==> config.mk <==
export PLATFORM = sky130hd
export DESIGN_NAME = flash_seq
export DESIGN_NICKNAME = d
export VERILOG_FILES = /design/src/hw/flash_seq_pkg.sv /design/src/hw/flash_seq.sv
export SDC_FILE = /design/constraint.sdc
export NUM_CORES = 1
export LEC_CHECK = 0
export ABC_AREA = 1
export BUFFER_PORTS_ARGS = -buffer_cell sky130_fd_sc_hd__buf_2
export CORE_ASPECT_RATIO = 0.8
export CORE_MARGIN = 4
export CORE_UTILIZATION = 45
export CTS_BUF_LIST = sky130_fd_sc_hd__clkbuf_2 sky130_fd_sc_hd__clkbuf_4 sky130_fd_sc_hd__clkbuf_8
export CTS_CLUSTER_SIZE = 28
export DETAILED_ROUTE_END_ITERATION = 8
export SLEW_MARGIN = 5
export SYNTH_ARGS = -nofsm -noshare
export SYNTH_HDL_FRONTEND = slang
export SYNTH_SLANG_ARGS = --single-unit
==> constraint.sdc <==
create_clock -name clk -period 13 [get_ports clk]
set_clock_uncertainty 0.05 [all_clocks]
set_input_delay 1.3 -clock clk [delete_from_list [all_inputs] [get_ports clk]]
set_output_delay 1.3 -clock clk [all_outputs]
set_load 0.02 [all_outputs]
==> src/hw/flash_seq_pkg.sv <==
package flash_seq_pkg;

    // ------------------------------------------------------------
    // Command opcodes
    // ------------------------------------------------------------
    localparam logic [7:0] OP_ERASE_4K = 8'h20;
    localparam logic [7:0] OP_ERASE_32K = 8'h52;
    localparam logic [7:0] OP_ERASE_64K = 8'hd8;
    localparam logic [7:0] OP_READ_QUAD = 8'heb;
    localparam logic [7:0] OP_READ_QUAD_ALIGNED = 8'he7;
    localparam logic [7:0] OP_WRITE_ENABLE = 8'h06;

    // ------------------------------------------------------------
    // Frame layout, counted in serial clocks
    // ------------------------------------------------------------
    localparam logic [4:0] CMD_CLOCKS = 5'h08;
    localparam logic [4:0] ADDR_CLOCKS_SERIAL = 5'h18;
    localparam logic [4:0] ADDR_CLOCKS_QUAD = 5'h06;
    localparam logic [4:0] MODE_CLOCKS = 5'h02;
    localparam logic [4:0] DUMMY_BASE = 5'h02;
    localparam logic [2:0] DUMMY_SEL_MAX = 3'h4;
    localparam logic [2:0] BYTE_PHASE_ZERO = 3'h0;

    // Mode field: these two bits set to this pattern keep continuous read
    localparam logic [1:0] MODE_CONT_PATTERN = 2'h2;
    localparam int MODE_CONT_HI = 5;
    localparam int MODE_CONT_LO = 4;

    // ------------------------------------------------------------
    // Address masks of the three erase sizes and of dword alignment (ignored low bits)
    // ------------------------------------------------------------
    localparam logic [23:0] MASK_4K = 24'h000fff;
    localparam logic [23:0] MASK_32K = 24'h007fff;
    localparam logic [23:0] MASK_64K = 24'h00ffff;
    localparam logic [23:0] MASK_DWORD = 24'h000003;

    // ------------------------------------------------------------
    // First status register bit positions
    // ------------------------------------------------------------
    localparam int SR_BUSY_BIT = 0;
    localparam int SR_WEL_BIT = 1;

    // ------------------------------------------------------------
    // Timing
    // ------------------------------------------------------------
    localparam int CLK_MHZ = 125;

    // ------------------------------------------------------------
    // Types
    // ------------------------------------------------------------
    typedef enum logic [1:0] {
        ERASE_4K = 2'b00,
        ERASE_32K = 2'b01,
        ERASE_64K = 2'b10
    } erase_size_t;

    typedef enum logic [2:0] {
        ST_IDLE = 3'b000,
        ST_CMD = 3'b001,
        ST_ADDR_SERIAL = 3'b010,
        ST_ADDR_QUAD = 3'b011,
        ST_DUMMY = 3'b100,
        ST_DATA = 3'b101,
        ST_IGNORE = 3'b110
    } state_t;

endpackage

==> src/hw/flash_seq.sv <==
`timescale 1ns/10ps
// Function
// (RULE1) Dummy count 2,4,6,8,10 from select field
// (RULE2) Dummy count already includes two mode clocks
// (RULE3) Host limits clock per read setting
// (RULE4) Quad read honours align bit; aligned read ignores
// (RULE5) Host uses lower clocks in wrap mode
// (RULE6) Decode three erase opcodes, three block sizes
// (RULE7) Erase needs write latch set by enable
// (RULE8) Host sends opcode, 24 address bits, serially
// (RULE9) Erase starts only at chip select release
// (RULE10) Ignore low address bits per block size
// (RULE11) Busy bit set while erase runs
// (RULE12) Clear write latch before erase finishes
// (RULE13) Host polls status instead of waiting
// (RULE14) Partial byte at release aborts, clears latch
// (RULE15) Short address aborts erase, clears latch
// (RULE16) Protected block: no erase, clear latch
// (RULE17) Aligned read forces low address bits zero
// (RULE18) Mode field decides continuous read entry
// (RULE19) After dummies drive four lines, high nibble first
// (RULE20) Dummy select above four is undefined
module flash_seq
#(
    parameter int MEM_ADDR_BITS = 19,
    parameter int BLOCK_ERASE_US = 50000
)
(
    input wire logic clk,
    input wire logic reset,
    input wire logic sck,
    input wire logic cs_n,
    input wire logic [3:0] io_in,
    output logic [3:0] io_out,
    output logic [3:0] io_oe,
    input wire logic dword_align_sel,
    input wire logic [2:0] dummy_cycle_sel,
    input wire logic wrap_mode,
    input wire logic block_protected,
    input wire logic [7:0] read_data,
    output logic [MEM_ADDR_BITS-1:0] read_addr,
    output logic [23:0] erase_addr,
    output flash_seq_pkg::erase_size_t erase_size,
    output logic erase_start,
    output logic write_latch_en,
    output logic op_in_progress,
    output logic continuous_read,
    output logic [7:0] first_status_reg
);
    import flash_seq_pkg::*;
    localparam int ERASE_CYCLES = BLOCK_ERASE_US * CLK_MHZ; // Erase length
    // ------------------------------------------------------------
    // Helper functions
    // ------------------------------------------------------------
    // Dummy clocks from the select field; undefined codes clamp to 10
    function automatic logic [4:0] dummy_clocks(input logic [2:0] sel);
        logic [2:0] s;
        s = (sel > DUMMY_SEL_MAX) ? DUMMY_SEL_MAX : sel; // RULE20
        return DUMMY_BASE + {1'b0, s, 1'b0}; // RULE1
    endfunction
    // True for any of the three erase opcodes
    function automatic logic is_erase(input logic [7:0] op);
        return (op == OP_ERASE_4K) || (op == OP_ERASE_32K) ||
            (op == OP_ERASE_64K);
    endfunction
    // Clear the bits that the block size makes irrelevant
    function automatic logic [23:0] block_base(input logic [23:0] a,
        input erase_size_t sz);
        return a & ~((sz == ERASE_4K) ? MASK_4K :
            (sz == ERASE_32K) ? MASK_32K : MASK_64K); // RULE10
    endfunction

    // ------------------------------------------------------------
    // Pin synchronisers
    // ------------------------------------------------------------
    logic sck_s1, sck_s2, sck_s3; // Link clock, third stage for edges
    logic cs_s1, cs_s2, cs_s3; // Chip select, third stage for edges
    logic [3:0] io_s1, io_s2; // Data lines, one stage fewer than the clock
    // Two flops per data pin, three on clock and select; the link is far slower than clk
    always_ff @(posedge clk or posedge reset)
    begin
        if (reset)
        begin
            {sck_s1, sck_s2, sck_s3} <= 3'h0;
            {cs_s1, cs_s2, cs_s3} <= 3'h7;
            {io_s1, io_s2} <= 8'h00;
        end
        else
        begin
            {sck_s3, sck_s2, sck_s1} <= {sck_s2, sck_s1, sck};
            {cs_s3, cs_s2, cs_s1} <= {cs_s2, cs_s1, cs_n};
            {io_s2, io_s1} <= {io_s1, io_in};
        end
    end

    logic sck_rise; // Sampling edge (modes 0 and 3)
    logic sck_fall; // Launch edge for read data
    logic cs_rise; // Frame end
    assign sck_rise = sck_s2 & ~sck_s3 & ~cs_s2;
    assign sck_fall = ~sck_s2 & sck_s3 & ~cs_s2;
    assign cs_rise = cs_s2 & ~cs_s3;

    // ------------------------------------------------------------
    // Frame decoder
    // ------------------------------------------------------------
    state_t state; // Decoder state
    logic [4:0] cnt; // Clocks within the current phase
    logic [7:0] shift; // Command shifter
    logic [7:0] cmd; // Latched opcode
    logic cmd_valid; // A whole opcode arrived this frame
    logic addr_full; // All three address bytes arrived
    logic [23:0] addr; // Address shifter
    logic [7:0] mode_field; // Continuous read mode bits
    logic [2:0] bit_phase; // Clocks modulo eight since select
    logic dummy_last; // Final dummy clock sampled now
    logic [7:0] next_mode; // Mode field including this nibble
    assign dummy_last = (state == ST_DUMMY) && sck_rise &&
        (cnt == dummy_clocks(dummy_cycle_sel) - 5'h01); // RULE2
    assign next_mode = {mode_field[3:0], io_s2};

    // Clocks modulo eight decide whether the frame ended on a byte
    always_ff @(posedge clk or posedge reset)
    begin
        if (reset)
            bit_phase <= BYTE_PHASE_ZERO;
        else if (state == ST_IDLE)
            bit_phase <= BYTE_PHASE_ZERO;
        else if (sck_rise)
            bit_phase <= bit_phase + 3'h1;
    end

    // Main sequence: command, address, dummies, data
    always_ff @(posedge clk or posedge reset)
    begin
        if (reset)
        begin
            state <= ST_IDLE;
            {cnt, cmd_valid, addr_full} <= 7'h00;
            {shift, cmd, mode_field} <= 24'h000000;
            addr <= 24'h000000;
        end
        else if (cs_s2)
            state <= ST_IDLE; // Select released: every frame ends here
        else
        begin
            case (state)
                ST_IDLE:
                begin
                    {cnt, cmd_valid, addr_full} <= 7'h00;
                    // Continuous read skips the opcode entirely
                    state <= continuous_read ? ST_ADDR_QUAD : ST_CMD; // RULE18
                end
                ST_CMD:
                if (sck_rise)
                begin
                    shift <= {shift[6:0], io_s2[0]};
                    cnt <= cnt + 5'h01;
                    if (cnt == CMD_CLOCKS - 5'h01)
                    begin
                        cmd <= {shift[6:0], io_s2[0]};
                        cmd_valid <= 1'b1;
                        cnt <= 5'h00;
                        // Nothing but status is served while busy
                        if (op_in_progress)
                            state <= ST_IGNORE;
                        else if (is_erase({shift[6:0], io_s2[0]}))
                            state <= ST_ADDR_SERIAL; // RULE6
                        else if ({shift[6:0], io_s2[0]} == OP_READ_QUAD ||
                            {shift[6:0], io_s2[0]} == OP_READ_QUAD_ALIGNED)
                            state <= ST_ADDR_QUAD;
                        else
                            state <= ST_IGNORE;
                    end
                end
                ST_ADDR_SERIAL:
                if (sck_rise)
                begin
                    addr <= {addr[22:0], io_s2[0]};
                    cnt <= cnt + 5'h01;
                    if (cnt == ADDR_CLOCKS_SERIAL - 5'h01)
                    begin
                        addr_full <= 1'b1; // RULE15
                        state <= ST_IGNORE;
                    end
                end
                ST_ADDR_QUAD:
                if (sck_rise)
                begin
                    addr <= {addr[19:0], io_s2};
                    cnt <= cnt + 5'h01;
                    if (cnt == ADDR_CLOCKS_QUAD - 5'h01)
                    begin
                        cnt <= 5'h00;
                        state <= ST_DUMMY;
                    end
                end
                ST_DUMMY:
                if (sck_rise)
                begin
                    // The first two dummy clocks carry the mode field
                    if (cnt < MODE_CLOCKS)
                        mode_field <= next_mode; // RULE2
                    cnt <= cnt + 5'h01;
                    if (dummy_last)
                        state <= ST_DATA;
                end
                ST_DATA, ST_IGNORE:
                    state <= state;
                default:
                    state <= ST_IDLE;
            endcase
        end
    end
    // Continuous read is decided as the second mode nibble arrives, so
    // even two dummy clocks update it; the setting then holds
    // across frames until a later mode field drops it
    always_ff @(posedge clk or posedge reset)
    begin
        if (reset)
            continuous_read <= 1'b0;
        else if (state == ST_DUMMY && sck_rise &&
            cnt == MODE_CLOCKS - 5'h01)
            continuous_read <= (next_mode[MODE_CONT_HI:MODE_CONT_LO] ==
                MODE_CONT_PATTERN); // RULE18
    end

    // ------------------------------------------------------------
    // Read data path
    // ------------------------------------------------------------
    logic nib_lo; // Next nibble to launch is the low one
    logic [23:0] start_addr; // Read start after alignment
    // Aligned opcode always, the other one only with the align bit
    assign start_addr = (cmd == OP_READ_QUAD_ALIGNED || dword_align_sel) ?
        (addr & ~MASK_DWORD) : addr; // RULE4 RULE17

    // Drive on the falling edge so data is stable at the host's rise
    always_ff @(posedge clk or posedge reset)
    begin
        if (reset)
        begin
            read_addr <= '0;
            nib_lo <= 1'b0;
            {io_out, io_oe} <= 8'h00;
        end
        else if (dummy_last)
        begin
            read_addr <= start_addr[MEM_ADDR_BITS-1:0];
            nib_lo <= 1'b0;
        end
        else if (state != ST_DATA)
        begin
            // Lines float whenever no read data is owed
            io_oe <= 4'h0;
            nib_lo <= 1'b0;
        end
        else if (sck_fall)
        begin
            io_oe <= 4'hf; // RULE19
            if (!nib_lo)
                io_out <= read_data[7:4]; // RULE19
            else
            begin
                io_out <= read_data[3:0];
                // Past the top of the array the count simply wraps
                read_addr <= read_addr + 1'b1;
            end
            nib_lo <= ~nib_lo;
        end
    end
    // Erase size follows the opcode; the base is published for protection
    always_ff @(posedge clk or posedge reset)
    begin
        if (reset)
        begin
            erase_size <= ERASE_4K;
            erase_addr <= 24'h000000;
        end
        else
        begin
            case (cmd)
                OP_ERASE_4K: erase_size <= ERASE_4K; // RULE6
                OP_ERASE_32K: erase_size <= ERASE_32K; // RULE6
                default: erase_size <= ERASE_64K; // RULE6
            endcase
            erase_addr <= block_base(addr, erase_size); // RULE10
        end
    end

    // ------------------------------------------------------------
    // Frame end evaluation
    // ------------------------------------------------------------
    logic erase_seen; // Frame carried an erase opcode
    logic erase_ok; // Erase may start at this release
    logic wren_seen; // Frame carried write enable
    assign erase_seen = cs_rise && cmd_valid && is_erase(cmd) &&
        !op_in_progress && write_latch_en; // RULE7
    assign erase_ok = erase_seen && (bit_phase == BYTE_PHASE_ZERO) &&
        addr_full && !block_protected; // RULE14 RULE15 RULE16
    assign wren_seen = cs_rise && cmd_valid && cmd == OP_WRITE_ENABLE &&
        !op_in_progress && (bit_phase == BYTE_PHASE_ZERO);

    // Write latch: any erase attempt, good or bad, leaves it clear
    always_ff @(posedge clk or posedge reset)
    begin
        if (reset)
            write_latch_en <= 1'b0;
        else if (wren_seen)
            write_latch_en <= 1'b1; // RULE7
        else if (erase_seen)
            write_latch_en <= 1'b0; // RULE12 RULE14 RULE15 RULE16
    end

    // ------------------------------------------------------------
    // Self-timed erase
    // ------------------------------------------------------------
    logic [31:0] erase_timer; // Cycles left of the erase
    // Starts only on release; a held select never triggers it
    always_ff @(posedge clk or posedge reset)
    begin
        if (reset)
        begin
            {erase_start, op_in_progress} <= 2'b00;
            erase_timer <= 32'h0;
        end
        else
        begin
            erase_start <= erase_ok; // RULE9
            if (erase_ok)
            begin
                op_in_progress <= 1'b1; // RULE11
                erase_timer <= 32'(ERASE_CYCLES);
            end
            else if (op_in_progress)
            begin
                erase_timer <= erase_timer - 32'h1;
                if (erase_timer == 32'h1)
                    op_in_progress <= 1'b0; // RULE11
            end
        end
    end
    // Status view: only busy and latch live here, other bits elsewhere
    assign first_status_reg = (8'(op_in_progress) << SR_BUSY_BIT) |
        (8'(write_latch_en) << SR_WEL_BIT); // RULE11

endmodule // flash_seq

==> results.json, run 1 <==
{
  "outcome": "complete, no violations",
  "cp_top_family": "flip-flops",
  "clockPowerShare_pct": 32.8,
  "cp-start-kind": "register",
  "syn-cell-area_um2": 7370,
  "die_w_um": 151,
  "num-nets-final": 1037,
  "overflow": 0,
  "routabilityCongestion": 0.849,
  "use_met2_pct": 26.8,
  "routed_wl_um": 16500,
  "detail-route-antenna-nets": 0,
  "cts_buffer_depth": 2,
  "numCtsBuffers": 17,
  "tightest_slew_ns": 0.809,
  "die_h_um": 122,
  "crit_buf_inv": 1,
  "clk_latency_ns": 0.45,
  "vdd_drop_max_v": 0.0000909,
  "num_rows": 41,
  "postCtsSetupBuffers": 0,
  "post-route-worst-setup-slack_ns": 10.20,
  "final_hold_viol_count": 0,
  "syn2layout_area_growth_pct": 10.6,
  "post_cts_resized": 0,
  "crit_type": "reg -> out",
  "grt_use_met3_pct": 4.28,
  "ys.flop_type": "dfrtp_1",
  "layout_common_cells": "nand2_1 (212), dfrtp_1 (140), inv_1 (126)",
  "holdBufCountCts": 0,
  "leakagePower_uw": 0.00400,
  "wl_per_cell_um": 13.4,
  "dieArea_um2": 18500,
  "arrival_ns": 1.45,
  "final_common_cell": "nand2_1",
  "io_pins": 87,
  "power.density_nw_per_um2": 130,
  "grt_pass1_vias": 5442,
  "grtUsageMet1_pct": 29.1,
  "combPwrFrac_pct": 17.6,
  "dpl.hpwl_um": 11700,
  "tns_ns": 0,
  "drc": 0,
  "p_sw_uw": 358,
  "dr.pass1.iters": 7,
  "cts_root_buf": "clkbuf_8",
  "yosysWarnings": 0,
  "required_ns": 11.65,
  "worst-path-max-fanout": 16,
  "synth_edf_count": 0,
  "cts_tree": "built",
  "gr-max-usage-layer": "met1",
  "crit_slowest_cell": "dfrtp_1",
  "clk_pin_slew_worst_paths_ns": 0.09,
  "avgSynthCellArea_um2": 7.80,
  "dr.first_iter.drc_count": 374,
  "grt_pass1_wl_um": 27800,
  "grt_max_degree": 92,
  "io_buffers": 67,
  "cap_violations": 0,
  "antenna_found_initial": 0,
  "syn-instance-count": 945,
  "place_ws_ns": 10.13,
  "crit_chain": "buf_2",
  "grt_use_total_pct": 19.0,
  "async_reset_ff_share_pct": 100,
  "worst_setup_path_end_kind": "primary output",
  "htreeDepth": 4,
  "vias_per_cell": 4.87,
  "yosysUniqueCellTypes": 42,
  "diodes": 0,
  "core_um2": 15900,
  "rsz0062_at_grt": "no",
  "ys_ff_latch": 143,
  "yosysSeqAreaShare_pct": 48.6,
  "swShare_pct": 33.8,
  "vias": 6021,
  "max_stage_delay_ns": 0.72,
  "report.final.setup_viol": 0,
  "p_seq_share_pct": 49.6,
  "fillCellCount": 1580,
  "period_needed_ns": 2.80,
  "start_util_pct": 46.3,
  "drv_slew": 0,
  "drive_gt1_share_pct": 13.2,
  "internal_power_uw": 701,
  "cts_num_sinks": 143,
  "hold_path_class": "reg -> reg",
  "slew_headroom_pct": 46.1,
  "period_share_pct": 21.6,
  "max_freq_mhz": 357
}
-- final timing paths --
check	slack (ns)	startpoint	cells after the start	end
min in group asynchronous	0.96	reset	2	read_addr[11]$_DFFE_PP0P_
hold / removal	0.30	io_s1[2]$_DFF_PP0_	0	io_s2[2]$_DFF_PP0_
setup / recovery	10.20	op_in_progress$_DFF_PP0_	1	first_status_reg[0]
max in group asynchronous	10.73	reset	3	bit_phase[2]$_DFFE_PP0P_
setup reg to reg	10.74	sck_s3$_DFF_PP0_	7	addr[1]$_DFFE_PP0P_
hold reg to reg	0.30	io_s1[2]$_DFF_PP0_	0	io_s2[2]$_DFF_PP0_
-- Yosys cell counts (7+ instances only) --
| cell type | instances | area share [%] |
|---|---|---|
| nand2_1 | 212 | 11 |
| dfrtp_1 | 140 | 48 |
| inv_1 | 127 | 6.5 |
| nor2_1 | 118 | 6.0 |
| o21ai_0 | 85 | 5.8 |
| nand3_1 | 74 | 5.0 |
| a21oi_1 | 29 | 2.0 |
| buf_4 | 24 | 2.4 |
| nor3_1 | 18 | 1.2 |
| nand4_1 | 16 | 1.4 |
| xor2_1 | 14 | 1.7 |
| a31oi_1 | 7 | 0.59 |
| clkbuf_1 | 7 | 0.36 |
| ha_1 | 7 | 1.2 |
-- metrics by stage --
| stage | hold slack, ns | power, uW | area [um2] | cells | utilization [%] |
|---|---|---|---|---|---|
| after floorplan | 0.281 | 672 | 7430 | 962 | - |
| after global placement | 0.284 | 718 | 7770 | 1204 | 48.9 |
| after detailed placement | 0.287 | 720 | 7770 | 1204 | 48.9 |
| after CTS | 0.307 | 1070 | 8150 | 1236 | 51.2 |
| after global routing | 0.305 | 1120 | 8150 | 1236 | 51.2 |
| final | 0.303 | 1060 | 8150 | 1236 | 51.2 |
-- power by group through the flow --
stage          Combinational (uW)  Sequential (uW)  Clock (uW)
3_3_place_gp                  185              534           0
6_report                      186              525         348
4_1_cts                       187              525         358
3_5_place_dp                  186              534           0
5_1_grt                       214              533         376
2_1_floorplan                 137              535           0
-- flip-flops by register name, summed over array words and instances (netlist names), 2 cells and up --
name	cells
erase_timer	32
addr	24
read_addr	19
erase_addr	12
cmd	8
shift	7
cnt	5
io_out	4
io_s1	4
io_s2	4
bit_phase	3
state	3
erase_size	2
mode_field	2
-- cells by family (layout without fill, tap and decap cells) --
group                      after synthesis  count (layout)  synth area share [%]
DFF                                    143             143                  48.6
and+or+nand+nor                        468             468                  27.8
buffers and inverters                  176             235                  10.9
other                                    1              18                0.0509
adders and majority gates                7               7                  1.19
AOI/OAI and AO/OA                      135             135                  9.68
xor gates and xnor gates                14              14                  1.66
muxes                                    1               1                 0.153
-- layer usage --
metal | vias up | routed length [um] | share of wire [%]
li1 | 3118 | - | -
met1 | 2743 | 8670 | 53
met2 | 148 | 6860 | 42
met3 | 12 | 822 | 5.0
met4 | 0 | 154 | 0.93
met5 | - | 0 | 0
-- layout make-up --
cell class                      instances  area (um2)  area share [%]
Clock buffer                           17         234            2.87
Inverter                              133         509            6.25
Sequential cell                       143        3580            44.0
Multi-Input combinational cell        643        3050            37.4
Clock inverter                         15         146            1.80
Timing Repair Buffer                   70         358            4.39
Tap cell                              215         269            3.30
Power figures use the tool's default switching activity.
==> inputs of run 2 (changes only) <==
Clock period 13 ns to 2.8 ns, I/O delays scaled along.
==> run 2 against run 1 <==
  * Sequential power increased to 4.6 times the previous value
  * Critical endpoint is now erase_timer[28]$_DFFE_PP0P_
  * Via count is 0.37% higher
  * Non-clock buffer count up 15
  * Combinational power grew to 4.9 times the previous value
  * First-iteration DRC count down 7.5%
  * Clock power rose to 5.2 times the previous value
  * Critical path type is now reg -> reg
==> results.json, run 2 (same netlist as run 1, synthesis figures left out) <==
{
  "vias_per_cell": 4.83,
  "syn2layout_area_growth_pct": 13.3,
  "required_ns": 3.10,
  "post_cts_resized": 0,
  "grt_pass1_vias": 5535,
  "arrival_ns": 2.31,
  "period_share_pct": 71.7,
  "reg_top3": "erase_timer: 32 flops, addr: 24 flops, read_addr: 19 flops",
  "vdd_drop_max_v": 0.000394,
  "drive_gt1_share_pct": 13.8,
  "drc": 0,
  "diodes": 0,
  "worst_setup_path_end_kind": "register",
  "cts_tree": "built",
  "hold_path_class": "in -> reg",
  "regMostFlops": "erase_timer",
  "grt_pass1_wl_um": 27300,
  "postCtsSetupBuffers": 0,
  "leakagePower_uw": 0.00410,
  "cts_buffer_depth": 2,
  "worst-path-max-fanout": 6,
  "cap_violations": 0,
  "routabilityCongestion": 0.858,
  "overflow": 0,
  "die_h_um": 122,
  "grt_max_degree": 90,
  "period_needed_ns": 2.01,
  "design_area_um2": 8350,
  "routed_wl_um": 16500,
  "die_w_um": 151,
  "report.final.setup_viol": 0,
  "cts_root_buf": "clkbuf_8",
  "clk_pin_slew_worst_paths_ns": 0.08,
  "io_pins": 87,
  "num_rows": 41,
  "rsz0062_at_grt": "no",
  "hold_start": "read_data[2]",
  "max_freq_mhz": 498,
  "final_common_cell": "nand2_1",
  "tns_ns": 0,
  "critPathLaunch": "erase_timer[0]$_DFFE_PP0P_",
  "crit_type": "reg -> reg",
  "start_util_pct": 46.3,
  "htreeDepth": 4,
  "fillCellCount": 1573,
  "crit_buf_inv": 1,
  "final_cells": 1251,
  "final_hold_viol_count": 0,
  "num-nets-final": 1052,
  "core_um2": 15900,
  "crit_slowest_cell": "dfrtp_1",
  "drv_slew": 0,
  "vias": 6043,
  "multiInputGateArea_um2": 3050,
  "max_stage_delay_ns": 0.42,
  "antenna_found_initial": 0,
  "largest_register_ffs": 32,
  "grt_use_total_pct": 18.6,
  "postPlaceCellArea_um2": 7840,
  "io_buffers": 67,
  "cp-start-kind": "register",
  "clk_latency_ns": 0.46,
  "power_uw": 5130,
  "wl_per_cell_um": 13.2,
  "ff_latch_area_um2": 3580,
  "cp_top_family": "simple AND/OR/NAND/NOR gates",
  "numCtsBuffers": 17,
  "power.density_nw_per_um2": 615,
  "reg2reg_from": "erase_timer[0]$_DFFE_PP0P_",
  "dr.pass1.iters": 5,
  "cts_num_sinks": 143,
  "outcome": "complete, no violations",
  "dr.first_iter.drc_count": 346,
  "place_inst": 1212,
  "detail-route-antenna-nets": 0,
  "dpl.hpwl_um": 12000,
  "utilization_pct": 52.5,
  "crit_chain": "inv_1 -> ha_1 -> nand2_1 -> nor2_1 -> nand2_1 -> nor2_1 -> nand3_1 -> nor2_2 -> nand3_1 -> nand2_1 -> nor2_1",
  "layout_common_cells": "nand2_1 (212), dfrtp_1 (140), inv_1 (126)",
  "dieArea_um2": 18500
}
run 2: cell count changes in the layout (fill, tap and decap cells not counted), sizes merged:
cell,change
buf,+8
bufinv,+3
clkbuf,+1
clkinv,+5
clkinvlp,+1
dlygate4sd3,+7
inv,-10
run 2: metal layers:
metal  wire [um]  vias to the layer above  global-route usage, %
met5           0                        -                      0
met4          52                        0                   4.25
met3         683                        2                   4.32
met2        7190                       97                   27.2
met1        8530                     2819                   28.1
li1            -                     3125                      -
run 2: tightest hold or removal path, cell delays in order:
cell and delay (ns):
buf_2 0.09, nand2_1 0.05, a31oi_1 0.07
run 2: layout make-up:
cell class	instances	share of cell area, %
timing repair buffer	85	5.99
inverter	133	6.08
tap	215	3.22
sequential	143	42.9
clock buffer	18	2.97
clock inverter	14	2.29
multi-input combinational	643	36.5
run 2: power breakdown:
part           total, uW  switching [uW]  leakage, uW  internal [uW]
Clock               1810             816     0.000211            991
Sequential          2420             166      0.00173           2250
Combinational        910             615      0.00215            295
Total               5130            1600      0.00410           3540
run 2: worst paths after layout:
| kind | to | slack (ns) | depth (start not counted) |
|---|---|---|---|
| max | erase_timer[28]$_DFFE_PP0P_ | 0.79 | 11 |
| min | io_out[2]$_DFFE_PP0P_ | 0.03 | 3 |
| max reg2reg | erase_timer[28]$_DFFE_PP0P_ | 0.79 | 11 |
| min reg2reg | sck_s2$_DFF_PP0_ | 0.30 | 0 |
| max in group asynchronous | cs_s3$_DFF_PP1_ | 1.65 | 4 |
| min in group asynchronous | erase_addr[18]$_DFF_PP0_ | 0.29 | 3 |
run 2: what timing repair did:
item / 4_1_cts / 5_1_grt
endpoints found under the hold margin: 18 / 0
hold buffers: 7 / 0
endpoints found under the setup margin: 0 / 0
run 2: metrics by stage:
step	hold WS (ns)	setup WS [ns]
final	0.0326	0.792
after global routing	0.0136	0.542
after CTS	0.00226	0.786
after detailed placement	0.215	0.811
after global placement	0.215	0.865
after floorplan	0.234	0.681
